File: src/inc/dbp_pkg.sv
// Package with register map, field layout and timing for the direct pin port.
package dbp_pkg;
    // Register byte offsets.
    localparam logic [7:0] OFF_CTRL = 8'h00;
    localparam logic [7:0] OFF_DIR = 8'h04;
    localparam logic [7:0] OFF_INIT = 8'h08;
    localparam logic [7:0] OFF_BITREQ = 8'h0c;
    localparam logic [7:0] OFF_BYTEREQ = 8'h10;
    localparam logic [7:0] OFF_STATUS = 8'h14;
    localparam logic [7:0] OFF_PINS = 8'h18;
    // Control register fields.
    localparam int CTRL_BYTEMODE = 0;
    localparam int CTRL_VARIANT = 1;
    localparam int CTRL_PULLREQ = 2;
    localparam int CTRL_INITGO = 3;
    // Bit request fields: pin index in [3:0], write flag, value in [15:8].
    localparam int BREQ_WRITE = 4;
    localparam int BREQ_VAL_LSB = 8;
    // Byte request fields: write flag at 8, value in [7:0].
    localparam int YREQ_WRITE = 8;
    // Reset values.
    localparam logic [11:0] DIR_RST = 12'h000;
    localparam logic [11:0] INIT_RST = 12'h000;
    // Pin counts.
    localparam int NUM_PINS = 12;
    localparam int BYTE_PINS = 8;
    // Typical latencies in nanoseconds at the reference rate.
    localparam int T_BIT_IN_NS = 41000;
    localparam int T_BIT_IN11_NS = 8400;
    localparam int T_BIT_OUT_SLOW_NS = 69000;
    localparam int T_BIT_OUT_NS = 60000;
    localparam int T_BYTE_IN_NS = 24000;
    localparam int T_BYTE_OUT_NS = 57000;
    localparam int CLK_NS = 4;
    // Cycle counts derived from the times, rounded down, at least one.
    localparam int C_BIT_IN = T_BIT_IN_NS / CLK_NS;
    localparam int C_BIT_IN11 = T_BIT_IN11_NS / CLK_NS;
    localparam int C_BIT_OUT_SLOW = T_BIT_OUT_SLOW_NS / CLK_NS;
    localparam int C_BIT_OUT = T_BIT_OUT_NS / CLK_NS;
    localparam int C_BYTE_IN = T_BYTE_IN_NS / CLK_NS;
    localparam int C_BYTE_OUT = T_BYTE_OUT_NS / CLK_NS;
    // Pin interface toward the outside world.
    typedef struct packed {
        logic [11:0] out;
        logic [11:0] oe;
        logic [11:0] pullEn;
    } dbp_pins_t;
endpackage

File: src/verilog/dbp_port.sv
// Direct bit and byte pin port with an APB register slave.
//
// Local design decisions: register access over APB and the placing of the registers.
`timescale 1ns/100ps
// Overview of operation
// - Pin value zero is low, one high.
// - Twelve pins each independently input or output outside byte mode, where pins zero to seven share the direction of pin zero.
// - Direction changes at run time, no reset.
// - Nonzero write value drives the pin high.
// - Sample or drive at request, no latching.
// - Initialisation loads each bit output level.
// - Byte mode uses pins zero to seven.
// - Byte bit zero maps to pin zero.
// - Initialisation loads byte output initial value.
// - Power line variant pull-ups off until requested.
// - Twisted pair self test enables group pull-ups.
// - Bit read samples after 41 or 8.4 us.
// - Bit write updates after 69 or 60 us.
// - Byte read samples after 24 us.
// - Byte write updates after 57 us.
module dbp_port #(
    parameter int BIT_IN_CYC = dbp_pkg::C_BIT_IN,
    parameter int BIT_IN11_CYC = dbp_pkg::C_BIT_IN11,
    parameter int BIT_OUT_SLOW_CYC = dbp_pkg::C_BIT_OUT_SLOW,
    parameter int BIT_OUT_CYC = dbp_pkg::C_BIT_OUT,
    parameter int BYTE_IN_CYC = dbp_pkg::C_BYTE_IN,
    parameter int BYTE_OUT_CYC = dbp_pkg::C_BYTE_OUT
) (
    input wire logic mclk,
    input wire logic rst_n,
    input wire logic psel,
    input wire logic penable,
    input wire logic pwrite,
    input wire logic [7:0] paddr,
    input wire logic [31:0] pwdata,
    output logic [31:0] prdata,
    output logic pready,
    output logic pslverr,
    input wire logic [11:0] pinIn,
    output dbp_pkg::dbp_pins_t pins
);
    // Every latency counter shares this width.
    localparam int CW = 16;

    // Refuse latencies that the counter cannot hold. The check is made
    // at elaboration, so a bad value never reaches a build or a run.
    if (BIT_IN_CYC < 1 || BIT_IN_CYC >= (1 << CW) ||
        BIT_IN11_CYC < 1 || BIT_IN11_CYC >= (1 << CW) ||
        BIT_OUT_SLOW_CYC < 1 || BIT_OUT_SLOW_CYC >= (1 << CW) ||
        BIT_OUT_CYC < 1 || BIT_OUT_CYC >= (1 << CW) ||
        BYTE_IN_CYC < 1 || BYTE_IN_CYC >= (1 << CW) ||
        BYTE_OUT_CYC < 1 || BYTE_OUT_CYC >= (1 << CW)) begin
        $error("Latency parameter out of counter range.");
    end

    // Operation in flight.
    typedef enum logic [2:0] {
        OP_IDLE = 3'b000,
        OP_BITRD = 3'b001,
        OP_BITWR = 3'b010,
        OP_BYTERD = 3'b011,
        OP_BYTEWR = 3'b100
    } dbp_op_t;

    // Synchronised pin levels.
    logic [11:0] pinSync;
    // Software-visible configuration.
    logic byteMode_ff;
    logic variant_ff;
    logic pullReq_ff;
    logic [11:0] dir_ff;
    logic [11:0] initVal_ff;
    // Output latch and pin enables.
    logic [11:0] outVal_ff;
    logic [11:0] pullEn_ff;
    // Request in flight.
    dbp_op_t op_ff;
    logic [3:0] reqPin_ff;
    logic [7:0] reqVal_ff;
    logic [CW-1:0] cnt_ff;
    // Result of the last read and a done flag.
    logic [7:0] rdVal_ff;
    logic done_ff;
    // APB answer registers.
    logic [31:0] prdata_ff;
    logic pready_ff;
    logic pslverr_ff;

    // An access phase is taken in a single cycle.
    logic apbAcc;
    logic apbWr;
    logic busy;
    logic addrOk;
    assign apbAcc = psel && penable && !pready_ff;
    assign apbWr = apbAcc && pwrite;
    assign busy = (op_ff != OP_IDLE);

    // Pin inputs cross into the clock domain through two stages.
    dbp_sync #(
        .WIDTH(dbp_pkg::NUM_PINS)
    ) u_sync (
        .mclk(mclk),
        .rst_n(rst_n),
        .asyncIn(pinIn),
        .syncOut(pinSync)
    );

    // Decode: only the listed offsets answer without error.
    always_comb begin
        unique case (paddr)
            dbp_pkg::OFF_CTRL, dbp_pkg::OFF_DIR, dbp_pkg::OFF_INIT,
            dbp_pkg::OFF_BITREQ, dbp_pkg::OFF_BYTEREQ,
            dbp_pkg::OFF_STATUS, dbp_pkg::OFF_PINS: addrOk = 1'b1;
            default: addrOk = 1'b0;
        endcase
    end

    // Configuration registers; direction may change at any time.
    always_ff @(posedge mclk or negedge rst_n) begin
        if (!rst_n) begin
            byteMode_ff <= 1'b0;
            variant_ff <= 1'b0;
            pullReq_ff <= 1'b0;
            dir_ff <= dbp_pkg::DIR_RST;
            initVal_ff <= dbp_pkg::INIT_RST;
        end else if (apbWr) begin
            if (paddr == dbp_pkg::OFF_CTRL) begin
                byteMode_ff <= pwdata[dbp_pkg::CTRL_BYTEMODE];
                variant_ff <= pwdata[dbp_pkg::CTRL_VARIANT];
                pullReq_ff <= pwdata[dbp_pkg::CTRL_PULLREQ];
            end
            if (paddr == dbp_pkg::OFF_DIR) begin
                dir_ff <= pwdata[11:0];
            end
            if (paddr == dbp_pkg::OFF_INIT) begin
                initVal_ff <= pwdata[11:0];
            end
        end
    end

    // Pull-ups: off after reset; the twisted pair variant's self test
    // turns the group on, the power line variant needs a pull request at init.
    always_ff @(posedge mclk or negedge rst_n) begin
        if (!rst_n) begin
            pullEn_ff <= 12'h000;
        end else if (apbWr && paddr == dbp_pkg::OFF_CTRL &&
                     pwdata[dbp_pkg::CTRL_INITGO]) begin
            if (pwdata[dbp_pkg::CTRL_VARIANT]) begin
                pullEn_ff <= 12'h0f0;
            end else if (pwdata[dbp_pkg::CTRL_PULLREQ]) begin
                pullEn_ff <= 12'h8f0;
            end else begin
                pullEn_ff <= 12'h000;
            end
        end
    end

    // Request capture and latency countdown; a request while busy is
    // refused with pslverr so the pins never see a half-done action.
    always_ff @(posedge mclk or negedge rst_n) begin
        if (!rst_n) begin
            op_ff <= OP_IDLE;
            reqPin_ff <= 4'h0;
            reqVal_ff <= 8'h00;
            cnt_ff <= '0;
        end else if (!busy && apbWr &&
                     paddr == dbp_pkg::OFF_BITREQ &&
                     pwdata[3:0] < 4'hc) begin
            reqPin_ff <= pwdata[3:0];
            reqVal_ff <= pwdata[dbp_pkg::BREQ_VAL_LSB +: 8];
            if (pwdata[dbp_pkg::BREQ_WRITE]) begin
                op_ff <= OP_BITWR;
                if (pwdata[3:0] == 4'h3 || pwdata[3:0] == 4'h4 ||
                    pwdata[3:0] == 4'h5 || pwdata[3:0] == 4'hb) begin
                    cnt_ff <= CW'(BIT_OUT_SLOW_CYC - 1);
                end else begin
                    cnt_ff <= CW'(BIT_OUT_CYC - 1);
                end
            end else begin
                op_ff <= OP_BITRD;
                if (pwdata[3:0] == 4'hb) begin
                    cnt_ff <= CW'(BIT_IN11_CYC - 1);
                end else begin
                    cnt_ff <= CW'(BIT_IN_CYC - 1);
                end
            end
        end else if (!busy && apbWr &&
                     paddr == dbp_pkg::OFF_BYTEREQ && byteMode_ff) begin
            reqVal_ff <= pwdata[7:0];
            if (pwdata[dbp_pkg::YREQ_WRITE]) begin
                op_ff <= OP_BYTEWR;
                cnt_ff <= CW'(BYTE_OUT_CYC - 1);
            end else begin
                op_ff <= OP_BYTERD;
                cnt_ff <= CW'(BYTE_IN_CYC - 1);
            end
        end else if (busy) begin
            if (cnt_ff == '0) begin
                op_ff <= OP_IDLE;
            end else begin
                cnt_ff <= cnt_ff - CW'(1);
            end
        end
    end

    // Output latch: initial levels on init, request values at expiry.
    always_ff @(posedge mclk or negedge rst_n) begin
        if (!rst_n) begin
            outVal_ff <= 12'h000;
        end else if (apbWr && paddr == dbp_pkg::OFF_CTRL &&
                     pwdata[dbp_pkg::CTRL_INITGO]) begin
            outVal_ff <= initVal_ff;
        end else if (busy && cnt_ff == '0) begin
            if (op_ff == OP_BITWR) begin
                outVal_ff[reqPin_ff] <= (reqVal_ff != 8'h00);
            end else if (op_ff == OP_BYTEWR) begin
                outVal_ff[7:0] <= reqVal_ff;
            end
        end
    end

    // Read result: sampled only at expiry, never earlier.
    always_ff @(posedge mclk or negedge rst_n) begin
        if (!rst_n) begin
            rdVal_ff <= 8'h00;
            done_ff <= 1'b0;
        end else if (busy && cnt_ff == '0) begin
            done_ff <= 1'b1;
            if (op_ff == OP_BITRD) begin
                rdVal_ff <= {7'h00, pinSync[reqPin_ff]};
            end else if (op_ff == OP_BYTERD) begin
                rdVal_ff <= pinSync[7:0];
            end
        end else if (apbWr && (paddr == dbp_pkg::OFF_BITREQ ||
                               paddr == dbp_pkg::OFF_BYTEREQ)) begin
            done_ff <= 1'b0;
        end
    end

    // APB answer: one wait state, so pready rises the cycle after the
    // access phase opens and read data is registered with it.
    always_ff @(posedge mclk or negedge rst_n) begin
        if (!rst_n) begin
            pready_ff <= 1'b0;
            pslverr_ff <= 1'b0;
            prdata_ff <= 32'h00000000;
        end else if (apbAcc) begin
            pready_ff <= 1'b1;
            pslverr_ff <= !addrOk || (pwrite && busy &&
                (paddr == dbp_pkg::OFF_BITREQ ||
                 paddr == dbp_pkg::OFF_BYTEREQ));
            unique case (paddr)
                dbp_pkg::OFF_CTRL:
                    prdata_ff <= {29'h0, pullReq_ff, variant_ff,
                                  byteMode_ff};
                dbp_pkg::OFF_DIR: prdata_ff <= {20'h0, dir_ff};
                dbp_pkg::OFF_INIT: prdata_ff <= {20'h0, initVal_ff};
                dbp_pkg::OFF_STATUS:
                    prdata_ff <= {22'h0, busy, done_ff, rdVal_ff};
                dbp_pkg::OFF_PINS: prdata_ff <= {20'h0, outVal_ff};
                default: prdata_ff <= 32'h00000000;
            endcase
        end else begin
            pready_ff <= 1'b0;
            pslverr_ff <= 1'b0;
        end
    end

    // Output enables follow direction; byte mode forces the low byte.
    logic [11:0] oeNxt;
    always_comb begin
        oeNxt = dir_ff;
        if (byteMode_ff) begin
            oeNxt[7:0] = {8{dir_ff[0]}};
        end
    end

    // Register the pin outputs so every top output is a flip-flop.
    logic [11:0] oe_ff;
    always_ff @(posedge mclk or negedge rst_n) begin
        if (!rst_n) begin
            oe_ff <= 12'h000;
        end else begin
            oe_ff <= oeNxt;
        end
    end

    assign pins.out = outVal_ff;
    assign pins.oe = oe_ff;
    assign pins.pullEn = pullEn_ff;
    assign prdata = prdata_ff;
    assign pready = pready_ff;
    assign pslverr = pslverr_ff;
endmodule

File: src/verilog/dbp_sync.sv
// Two-stage synchroniser for a bus of pin inputs.
`timescale 1ns/100ps
module dbp_sync #(
    parameter int WIDTH = 12
) (
    input wire logic mclk,
    input wire logic rst_n,
    input wire logic [WIDTH-1:0] asyncIn,
    output logic [WIDTH-1:0] syncOut
);
    // First stage; read only by the second stage.
    logic [WIDTH-1:0] meta_ff;

    // Both stages clear to zero under reset.
    always_ff @(posedge mclk or negedge rst_n) begin
        if (!rst_n) begin
            meta_ff <= '0;
            syncOut <= '0;
        end else begin
            meta_ff <= asyncIn;
            syncOut <= meta_ff;
        end
    end
endmodule

File: config.mk
export PLATFORM = sky130hd
export DESIGN_NAME = dbp_port
export DESIGN_NICKNAME = d
export VERILOG_FILES = /design/src/inc/dbp_pkg.sv /design/src/verilog/dbp_port.sv /design/src/verilog/dbp_sync.sv
export SDC_FILE = /design/constraint.sdc
export NUM_CORES = 1
export LEC_CHECK = 0
export ABC_AREA = 1
export BUFFER_PORTS_ARGS = -buffer_cell sky130_fd_sc_hd__buf_2
export CAP_MARGIN = 40
export CORE_MARGIN = 2
export CORE_UTILIZATION = 49
export CTS_BUF_LIST = sky130_fd_sc_hd__clkbuf_8
export CTS_CLUSTER_DIAMETER = 120
export DETAILED_ROUTE_END_ITERATION = 16
export PLACE_DENSITY = 0.72
export SKIP_CTS_REPAIR_TIMING = 1
export SYNTH_ARGS = -nofsm -noshare
export SYNTH_HDL_FRONTEND = slang
export SYNTH_SLANG_ARGS = --single-unit
File: constraint.sdc
create_clock -name mclk -period 3.05 [get_ports mclk]
set_input_delay 0.305 -clock mclk [delete_from_list [all_inputs] [get_ports mclk]]
set_output_delay 0.305 -clock mclk [all_outputs]
set_load 0.02 [all_outputs]
==> results of run 1 <==
[registers in the layout, summed over array words and instances, names as in the netlist]
signal / flops
cnt_ff: 16
dir_ff: 12
initVal_ff: 12
oe_ff: 12
outVal_ff: 12
prdata: 12
u_sync.meta_ff: 12
u_sync.syncOut: 12
rdVal_ff: 8
reqVal_ff: 8
reqPin_ff: 4
op_ff: 3
pullEn_ff: 2
byteMode_ff: 1
done_ff: 1
pready: 1
pslverr: 1
pullReq_ff: 1
variant_ff: 1
[cell type report]
type	count	area share
clock buffers	20	0.0363
clock inverters	10	0.0114
inverters	72	0.0366
multi-input cells	616	0.379
flip-flops and latches	131	0.432
well taps	176	0.0290
repair buffers	98	0.0763
[worst min path at each step]
stage | slack (ns) | end | depth (start not counted)
6_report | 0.11 | reqVal_ff[7] | 3
4_1_cts | -0.12 | pullEn_ff[7] | 1
3_5_place_dp | 0.33 | u_sync.syncOut[3] | 0
2_1_floorplan | 0.009 | byteMode_ff | 0
5_1_grt | 0.10 | reqVal_ff[5] | 3
3_3_place_gp | 0.33 | u_sync.syncOut[7] | 0
[cell families after synthesis]
group,Yosys count,synth area share
other,1,0.000561
and+or+nand+nor,481,0.319
adders and majority gates,1,0.00187
buffers and inverters,123,0.0952
AOI/OAI and AO/OA,101,0.0858
xor gates and xnor gates,6,0.00786
DFF,131,0.490
[critical path, delay by kind of cell (launching register included)]
family,cells,cell delay [ns]
and+or+nand+nor,6,1.04
buffers and inverters,1,0.12
AOI/OAI and AO/OA,2,0.31
DFF,1,0.40
adders and majority gates,1,0.26
[per-stage QoR]
stage                     worst slack, ns  area (um^2)  cells  total power [W]
after floorplan                      1.40         6790    870          0.00227
after global placement              0.890         7100   1080          0.00239
after detailed placement            0.856         7100   1080          0.00240
after CTS                           0.858         7460   1110          0.00375
after global routing                0.601         7590   1123          0.00393
final                               0.855         7590   1123          0.00373
[cells in the mapped netlist (3+ instances only)]
cell type,count
clkbuf_1,6
nand3_1,57
o21ai_0,60
inv_1,65
nand2_2,5
nor3_1,3
inv_4,3
a21oi_1,5
nand4_1,23
inv_2,3
nor2_1,73
or2_2,3
o211ai_1,4
dfrtp_1,131
buf_6,5
o221ai_2,4
nor2_2,6
nor2_4,3
buf_4,32
o21ai_1,21
nand2_1,292
xor2_1,3
nand3_4,3
buf_2,8
xnor2_1,3
[power by group through the flow]
| stage | logic (W) | clock network [W] | registers, W |
|---|---|---|---|
| 2_1_floorplan | 0.000326 | 0 | 0.00195 |
| 3_3_place_gp | 0.000436 | 0 | 0.00196 |
| 3_5_place_dp | 0.000442 | 0 | 0.00196 |
| 4_1_cts | 0.000445 | 0.00138 | 0.00192 |
| 5_1_grt | 0.000526 | 0.00147 | 0.00194 |
| 6_report | 0.000457 | 0.00135 | 0.00193 |
[layer usage]
| metal | routed length (um) | vias up | global-route usage |
|---|---|---|---|
| li1 | - | 2846 | - |
| met1 | 7580 | 2653 | 0.352 |
| met2 | 7150 | 239 | 0.346 |
| met3 | 1260 | 32 | 0.0566 |
| met4 | 408 | 0 | 0.0872 |
| met5 | 0 | - | 0 |
==> results.yml, run 1 <==
power:
  clkPwrFrac: 0.362
  p_sw_w: 0.00104
  p_sw_frac: 0.280
  leakage_nw: 3.95
  ir_worst_vdd_v: 0.000395
  seqPwrFrac: 0.516
  power_per_cell_area_mw_per_mm2: 492
  internal_power_w: 0.00269
  combPwrFrac: 0.122
timing:
  final.setup.tns_ns: 0
  slew_violations: 0
  worst_pin_slew_ns: 0.689
  skew_ns: 0.0121
  hold_violations: 0
  fmax_mhz: 456
  slew_headroom: 0.541
  finalCritPeriodShare: 0.720
  rsz0062_at_grt: "no"
  setup_violations: 0
  fin_crit_ns: 2.20
  hold_slack_ns: 0.109
cts:
  clkTransAtPathRegs_ns: 0.07
  clock_latency_ns: 0.45
  cts_tree: "built"
  clock-root-buffer: "clkbuf_8"
  clk_path_buf_depth: 2
  cts.sinks: 131
  cts-buffers-inserted: 17
  htree_levels: 4
finish:
  layout.nets: 994
  layout.cells.most_common: "nand2_1"
  fillers: 1252
  layout-drive-gt1-share: 0.162
  multi_input_area_mm2: 0.00287
  antenna_cells: 0
  synthToLayoutAreaGrowth_pct: 13.4
  fin_util: 0.571
  regArea_mm2: 0.00328
  layout_common_cells: "292 x nand2_1, 131 x dfrtp_1, 82 x buf_2"
synthesis:
  synth_area_leaders: "dfrtp_1 49%, nand2_1 16%, o21ai_0 4.5%, nand3_1 4.3%, nor2_1 4.1%"
  yosysUniqueCellTypes: 43
  yosys.area.top_type: "dfrtp_1"
  synth_seq_cells: 131
  ys.warnings.count: 0
  synth-edff-count: 0
  syn_area_mm2: 0.00669
  synth_top_area_frac: 0.490
  synth.avg_cell_area_um2: 7.93
  syn_inst: 844
  async_flop_share: 1.00
  synth_seq_area_share: 0.490
  synth_ff_type: "dfrtp_1"
detailed_routing:
  via_per_inst: 5.14
  wl_per_cell_um: 14.6
  drc: 0
  vias: 5770
  drtPass1Iterations: 6
  drtIter0Drc: 504
  postRouteWirelength_um: 16400
  ant_nets: 0
floorplan:
  core_mm2: 0.0133
  io-pin-count: 127
  die_x_um: 121
  rows: 42
  die_h_um: 121
  die_area_mm2: 0.0146
  initial_utilization: 0.503
global_route:
  antenna_found_initial: 0
  grt_pass1_wl_um: 26700
  grt_max_degree: 76
  track_usage: 0.240
  grt_overflow: 0
  grt_pass1_vias: 5115
setup_path:
  crit_top_cell: "nand2_1"
  crit_path_end: "rdVal_ff[0]"
  cp-startpoint: "cnt_ff[0]"
  required_ns: 3.43
  ff2ff_setup_slack_ns: 0.85
  crit_chain: "inv_1 -> ha_1 -> nand2_2 -> nor2_4 -> nand2_1 -> nor2_1 -> nand2_1 -> a21oi_1 -> o21ai_0 -> nand2_1"
  slowest_stage: "dfrtp_1"
  cp.arrival_ns: 2.58
  r2r-end: "rdVal_ff[0]"
  reg2reg_depth: 10
  cp-start-kind: "flop"
  r2r_start: "cnt_ff[0]"
  worstPathMaxFanout: 16
  end_kind: "flop"
  critPathKind: "reg2reg"
  max_stage_delay_ns: 0.40
outcome:
  status: "completed"
placed_design:
  io_buffers: 83
  gp_congestion: 0.940
  dpl.hpwl_um: 12000
flow_run:
  max_cap_viol_count: 0
worst_hold_path:
  holdCritPathClass: "in2reg"
  min_from: "pwdata[15]"
Power figures use the tool's default switching activity.
==> inputs of run 2 (changes only) <==
- ABC_AREA: 1 -> 0
- clock period: 3.05 -> 2.24 ns (I/O delays scaled with it)
==> run 2 against run 1 <==
Effect of this change: clock skew shrank 0.0029 ns; via count shrank 9.9%; non-clock buffer count grew 63; routed wire length shrank 2.2%; cell count shrank 16%; worst hold slack lost 0.088 ns; first-iteration DRC count shrank 32%; register-to-register slack lost 0.74 ns; sequential power grew 26%; combinational power shrank 24%; utilization grew 5.1 points; largest power group unchanged.
==> results.yml, run 2 <==
outcome:
  status: "completed"
synthesis:
  synth_ff_type: "dfrtp_1"
  syn_area_mm2: 0.00639
  ys_top_cells_by_count: "131 x dfrtp_1, 62 x nor2_1, 60 x nand2_1"
  synth_top_area_frac: 0.513
  synth_most_common_cell: "dfrtp_1"
  yosys.area.top_type: "dfrtp_1"
  synth_seq_cells: 131
  synth_area_leaders: "dfrtp_1 51%, mux2_2 5.3%, buf_4 3.8%, nor2_1 3.6%, o21ai_0 3.6%"
  synth.avg_cell_area_um2: 10.3
  syn_inst: 618
  ys.warnings.count: 0
  synth-edff-count: 0
  synth_seq_area_share: 0.513
  yosysUniqueCellTypes: 71
  async_flop_share: 1.00
finish:
  antenna_cells: 0
  layout_common_cells: "130 x dfrtp_1, 82 x buf_2, 63 x buf_4"
  multi_input_area_mm2: 0.00284
  layout.cells.most_common: "dfrtp_1"
  regArea_mm2: 0.00328
  layout-drive-gt1-share: 0.317
  regMostFlops: "cnt_ff"
  largest_reg_flops: 16
  fillers: 1089
  synthToLayoutAreaGrowth_pct: 23.2
  layout.nets: 817
timing:
  slew_violations: 0
  setup_violations: 0
  fin_crit_ns: 2.13
  worst_pin_slew_ns: 0.569
  slew_headroom: 0.621
  final.setup.tns_ns: 0
  skew_ns: 0.00920
  rsz0062_at_grt: "yes"
  hold_violations: 0
  fmax_mhz: 470
  finalCritPeriodShare: 0.950
  setup_slack_ns: 0.112
flow_run:
  max_cap_viol_count: 0
placed_design:
  gp_congestion: 0.888
  place_ws_ns: -0.0802
  io_buffers: 83
  dpl.hpwl_um: 11900
global_route:
  grt_max_degree: 44
  grt_pass1_wl_um: 26000
  grt_overflow: 0
  antenna_found_initial: 0
  track_usage: 0.238
  grt_pass1_vias: 5052
cts:
  clock-root-buffer: "clkbuf_8"
  clock_latency_ns: 0.45
  htree_levels: 4
  cts.sinks: 131
  clk_path_buf_depth: 2
  cts_tree: "built"
  clkTransAtPathRegs_ns: 0.08
  cts-buffers-inserted: 17
setup_path:
  critPathKind: "reg2reg"
  cp.arrival_ns: 2.45
  crit_top_cell: "buf_4"
  max_stage_delay_ns: 0.45
  end_kind: "flop"
  worstPathMaxFanout: 9
  cp-start-kind: "flop"
  crit_chain: "nor4_2 -> buf_4 -> and4_4 -> nor2_1 -> or3_4 -> buf_4 -> a32oi_1 -> o22ai_1"
  required_ns: 2.56
  slowest_stage: "dfrtp_2"
detailed_routing:
  wl_per_cell_um: 17.0
  postRouteWirelength_um: 16000
  drtIter0Drc: 345
  ant_nets: 0
  drtPass1Iterations: 6
  vias: 5198
  via_per_inst: 5.51
  drc: 0
floorplan:
  die_h_um: 118
  initial_utilization: 0.504
  core_mm2: 0.0127
  rows: 41
  io-pin-count: 127
  die_area_mm2: 0.0140
  die_x_um: 118
power:
  leakage_nw: 3.70
  total_power_w: 0.00485
  ir_worst_vdd_v: 0.000370
  power_per_cell_area_mw_per_mm2: 616
worst_hold_path:
  holdCritPathClass: "in2reg"
run 2: stage by stage:
stage	area, um^2	cells	hold slack (ns)	util
final	7870	944	0.0213	0.621
after global routing	7870	944	0.00725	0.621
after CTS	7690	931	-0.237	0.607
after detailed placement	7280	899	0.252	0.574
after global placement	7280	899	0.250	0.574
after floorplan	6500	644	-0.0716	-
run 2: kinds of logic after synthesis:
kind of cell             synth area share
AO/OA/AOI/OAI                       0.144
XOR/XNOR                           0.0123
adder cells (fa/ha/maj)           0.00196
buffers and inverters              0.0681
flip-flops                          0.513
multiplexers                       0.0791
other                            0.000587
AND/OR/NAND/NOR                     0.181
run 2: final timing paths:
kind | end | slack [ns] | startpoint | cells after the start
min reg2reg | u_sync.syncOut[11] | 0.35 | u_sync.meta_ff[11] | 0
min in group asynchronous | dir_ff[8] | 0.31 | rst_n | 2
max | cnt_ff[13] | 0.11 | cnt_ff[7] | 8
max reg2reg | cnt_ff[13] | 0.11 | cnt_ff[7] | 8
min | dir_ff[6] | 0.02 | pwdata[6] | 3
max in group asynchronous | prdata[2] | 1.22 | rst_n | 3
run 2: area by class of cell:
class                   count  share of cell area
well taps                 172              0.0273
clock buffers              19              0.0332
clock inverters            13              0.0199
repair buffers            161               0.136
flip-flops and latches    131               0.416
inverters                  14             0.00667
multi-input cells         434               0.360
run 2: layer usage:
| layer | track usage | share of wire |
|---|---|---|
| met1 | 0.318 | 0.44 |
| met2 | 0.385 | 0.49 |
| met3 | 0.0478 | 0.054 |
| met4 | 0.0896 | 0.022 |
| met5 | 0 | 0 |
run 2: where the power goes:
group	total, W	switching, W	internal (W)	leakage, nW
logic	0.000346	0.000219	0.000127	1.85
clock network	0.00207	0.000917	0.00115	0.212
registers	0.00244	0.0000254	0.00241	1.64
total	0.00485	0.00116	0.00369	3.70
run 2: critical path: cells and delay by family (launching register included):
| kind | cells | cell delay [ns] |
|---|---|---|
| buf+inv | 2 | 0.34 |
| flops | 1 | 0.45 |
| simple gates | 4 | 0.93 |
| compound gates | 2 | 0.28 |
==> inputs of run 3 (changes only) <==
--- a/config.mk
+++ b/config.mk
@@ -9,3 +9,3 @@
 export BUFFER_PORTS_ARGS = -buffer_cell sky130_fd_sc_hd__buf_2
-export CAP_MARGIN = 40
+export CAP_MARGIN = 25
 export CORE_MARGIN = 2
==> constraint.sdc (replaced) <==
create_clock -name mclk -period 2.24 [get_ports mclk]
set_input_delay 0.448 -clock mclk [delete_from_list [all_inputs] [get_ports mclk]]
set_output_delay 0.448 -clock mclk [all_outputs]
set_load 0.02 [all_outputs]
==> run 3 against run 2 <==
Effect of this change: global-route usage fell by 0.13 points; maximum frequency shrank 2.0%; flip-flop and latch count unchanged; count of clock-buffer cells in the layout is 1 lower; clock power up 15%; critical path depth down 1; design area is 0.83% higher; via count up 1.9%; cell count decreased by 1.1%.
==> results.yml, run 3 (synthesis gave the netlist of run 2 again) <==
power:
  ir_worst_vdd_v: 0.000423
  p_sw_frac: 0.227
  seqPwrFrac: 0.472
  combPwrFrac: 0.065
  p_sw_w: 0.00117
  clkPwrFrac: 0.463
  power_per_cell_area_mw_per_mm2: 650
  leakage_nw: 3.73
  internal_power_w: 0.00399
setup_path:
  slowest_stage: "or4_4"
  max_stage_delay_ns: 0.52
  required_ns: 2.58
  worstPathMaxFanout: 4
  crit_chain: "inv_1 -> ha_1 -> nor3b_4 -> and4_4 -> nand2_1 -> or4_4 -> o221a_2"
  cp.arrival_ns: 2.51
  critPathKind: "reg2reg"
  end_kind: "flop"
  crit_family: "simple AND/OR/NAND/NOR gates"
  crit_buf_inv: 1
  cp-start-kind: "flop"
global_route:
  grt_pass1_vias: 5160
  antenna_found_initial: 0
  grt_overflow: 0
  track_usage: 0.237
  grt_max_degree: 65
  grt_pass1_wl_um: 26000
floorplan:
  die_h_um: 118
  rows: 41
  die_x_um: 118
  io-pin-count: 127
  initial_utilization: 0.504
  die_area_mm2: 0.0140
  core_mm2: 0.0127
timing:
  slew_violations: 0
  slew_headroom: 0.646
  fin_crit_ns: 2.17
  worst_pin_slew_ns: 0.525
  hold_slack_ns: 0.104
  skew_ns: 0.00904
  fmax_mhz: 460
  finalCritPeriodShare: 0.970
  setup_violations: 0
  hold_violations: 0
detailed_routing:
  via_per_inst: 5.67
  postRouteWirelength_um: 16100
  drtIter0Drc: 373
  drc: 0
  wl_per_cell_um: 17.3
  vias: 5295
  ant_nets: 0
  drtPass1Iterations: 5
cts:
  clock_latency_ns: 0.45
  cts.sinks: 131
  clk_path_buf_depth: 2
  cts_tree: "built"
  cts-buffers-inserted: 17
  clock-root-buffer: "clkbuf_8"
  clkTransAtPathRegs_ns: 0.07
  htree_levels: 4
finish:
  layout-drive-gt1-share: 0.325
  layout.cells.most_common: "dfrtp_1"
  layout.nets: 808
  fin_util: 0.627
  antenna_cells: 0
  fillers: 1046
  layout_common_cells: "131 x dfrtp_1, 82 x buf_2, 62 x nor2_1"
  largest_reg_flops: 16
  regMostFlops: "cnt_ff"
  synthToLayoutAreaGrowth_pct: 24.2
outcome:
  status: "completed"
flow_run:
  max_cap_viol_count: 0
worst_hold_path:
  holdCritPathClass: "in2reg"
placed_design:
  dpl.hpwl_um: 12000
  gp_congestion: 0.892
  io_buffers: 83
==> run 3: worst paths after layout <==
check / slack [ns] / depth (start not counted) / endpoint / from
max: 0.07 / 7 / outVal_ff[8] / cnt_ff[0]
min: 0.10 / 1 / u_sync.meta_ff[2] / pinIn[2]
max reg2reg: 0.07 / 7 / outVal_ff[8] / cnt_ff[0]
min reg2reg: 0.35 / 0 / u_sync.syncOut[2] / u_sync.meta_ff[2]
max in group asynchronous: 1.22 / 3 / u_sync.meta_ff[6] / rst_n
min in group asynchronous: 0.42 / 2 / pslverr / rst_n
==> run 3: power by group through the flow <==
stage	combinational [W]	sequential [W]	clock, W
6_report	0.000337	0.00244	0.00239
5_1_grt	0.000369	0.00244	0.00254
4_1_cts	0.000333	0.00243	0.00243
3_5_place_dp	0.000332	0.00248	0
3_3_place_gp	0.000324	0.00248	0
2_1_floorplan	0.000183	0.00249	0
==> run 3: layout make-up <==
type | count | area [um^2] | share of cell area
clock buffer | 18 | 248 | 0.0312
clock inverter | 13 | 231 | 0.0292
inverter | 14 | 52.6 | 0.00662
multi-input combinational | 434 | 2880 | 0.362
sequential | 131 | 3280 | 0.413
tap | 172 | 215 | 0.0271
timing repair buffer | 152 | 1040 | 0.131
==> run 3: routing by layer <==
layer / GRT usage / wire length (um) / up-vias
met4: 0.114 / 413 / 0
met2: 0.378 / 7880 / 239
li1: - / - / 2434
met3: 0.0550 / 1060 / 39
met5: 0 / 0 / -
met1: 0.306 / 6790 / 2583
==> run 3: through the flow <==
| step | setup slack [ns] | area (um^2) | TNS [ns] | total power, W | instances |
|---|---|---|---|---|---|
| after floorplan | -0.0834 | 6570 | -0.589 | 0.00267 | 644 |
| after global placement | -0.306 | 7400 | -10.52 | 0.00280 | 902 |
| after detailed placement | -0.334 | 7400 | -12.21 | 0.00281 | 902 |
| after CTS | -0.164 | 7880 | -1.19 | 0.00520 | 933 |
| after global routing | -0.0119 | 7940 | -0.0119 | 0.00534 | 934 |
| final | 0.0681 | 7940 | 0 | 0.00516 | 934 |
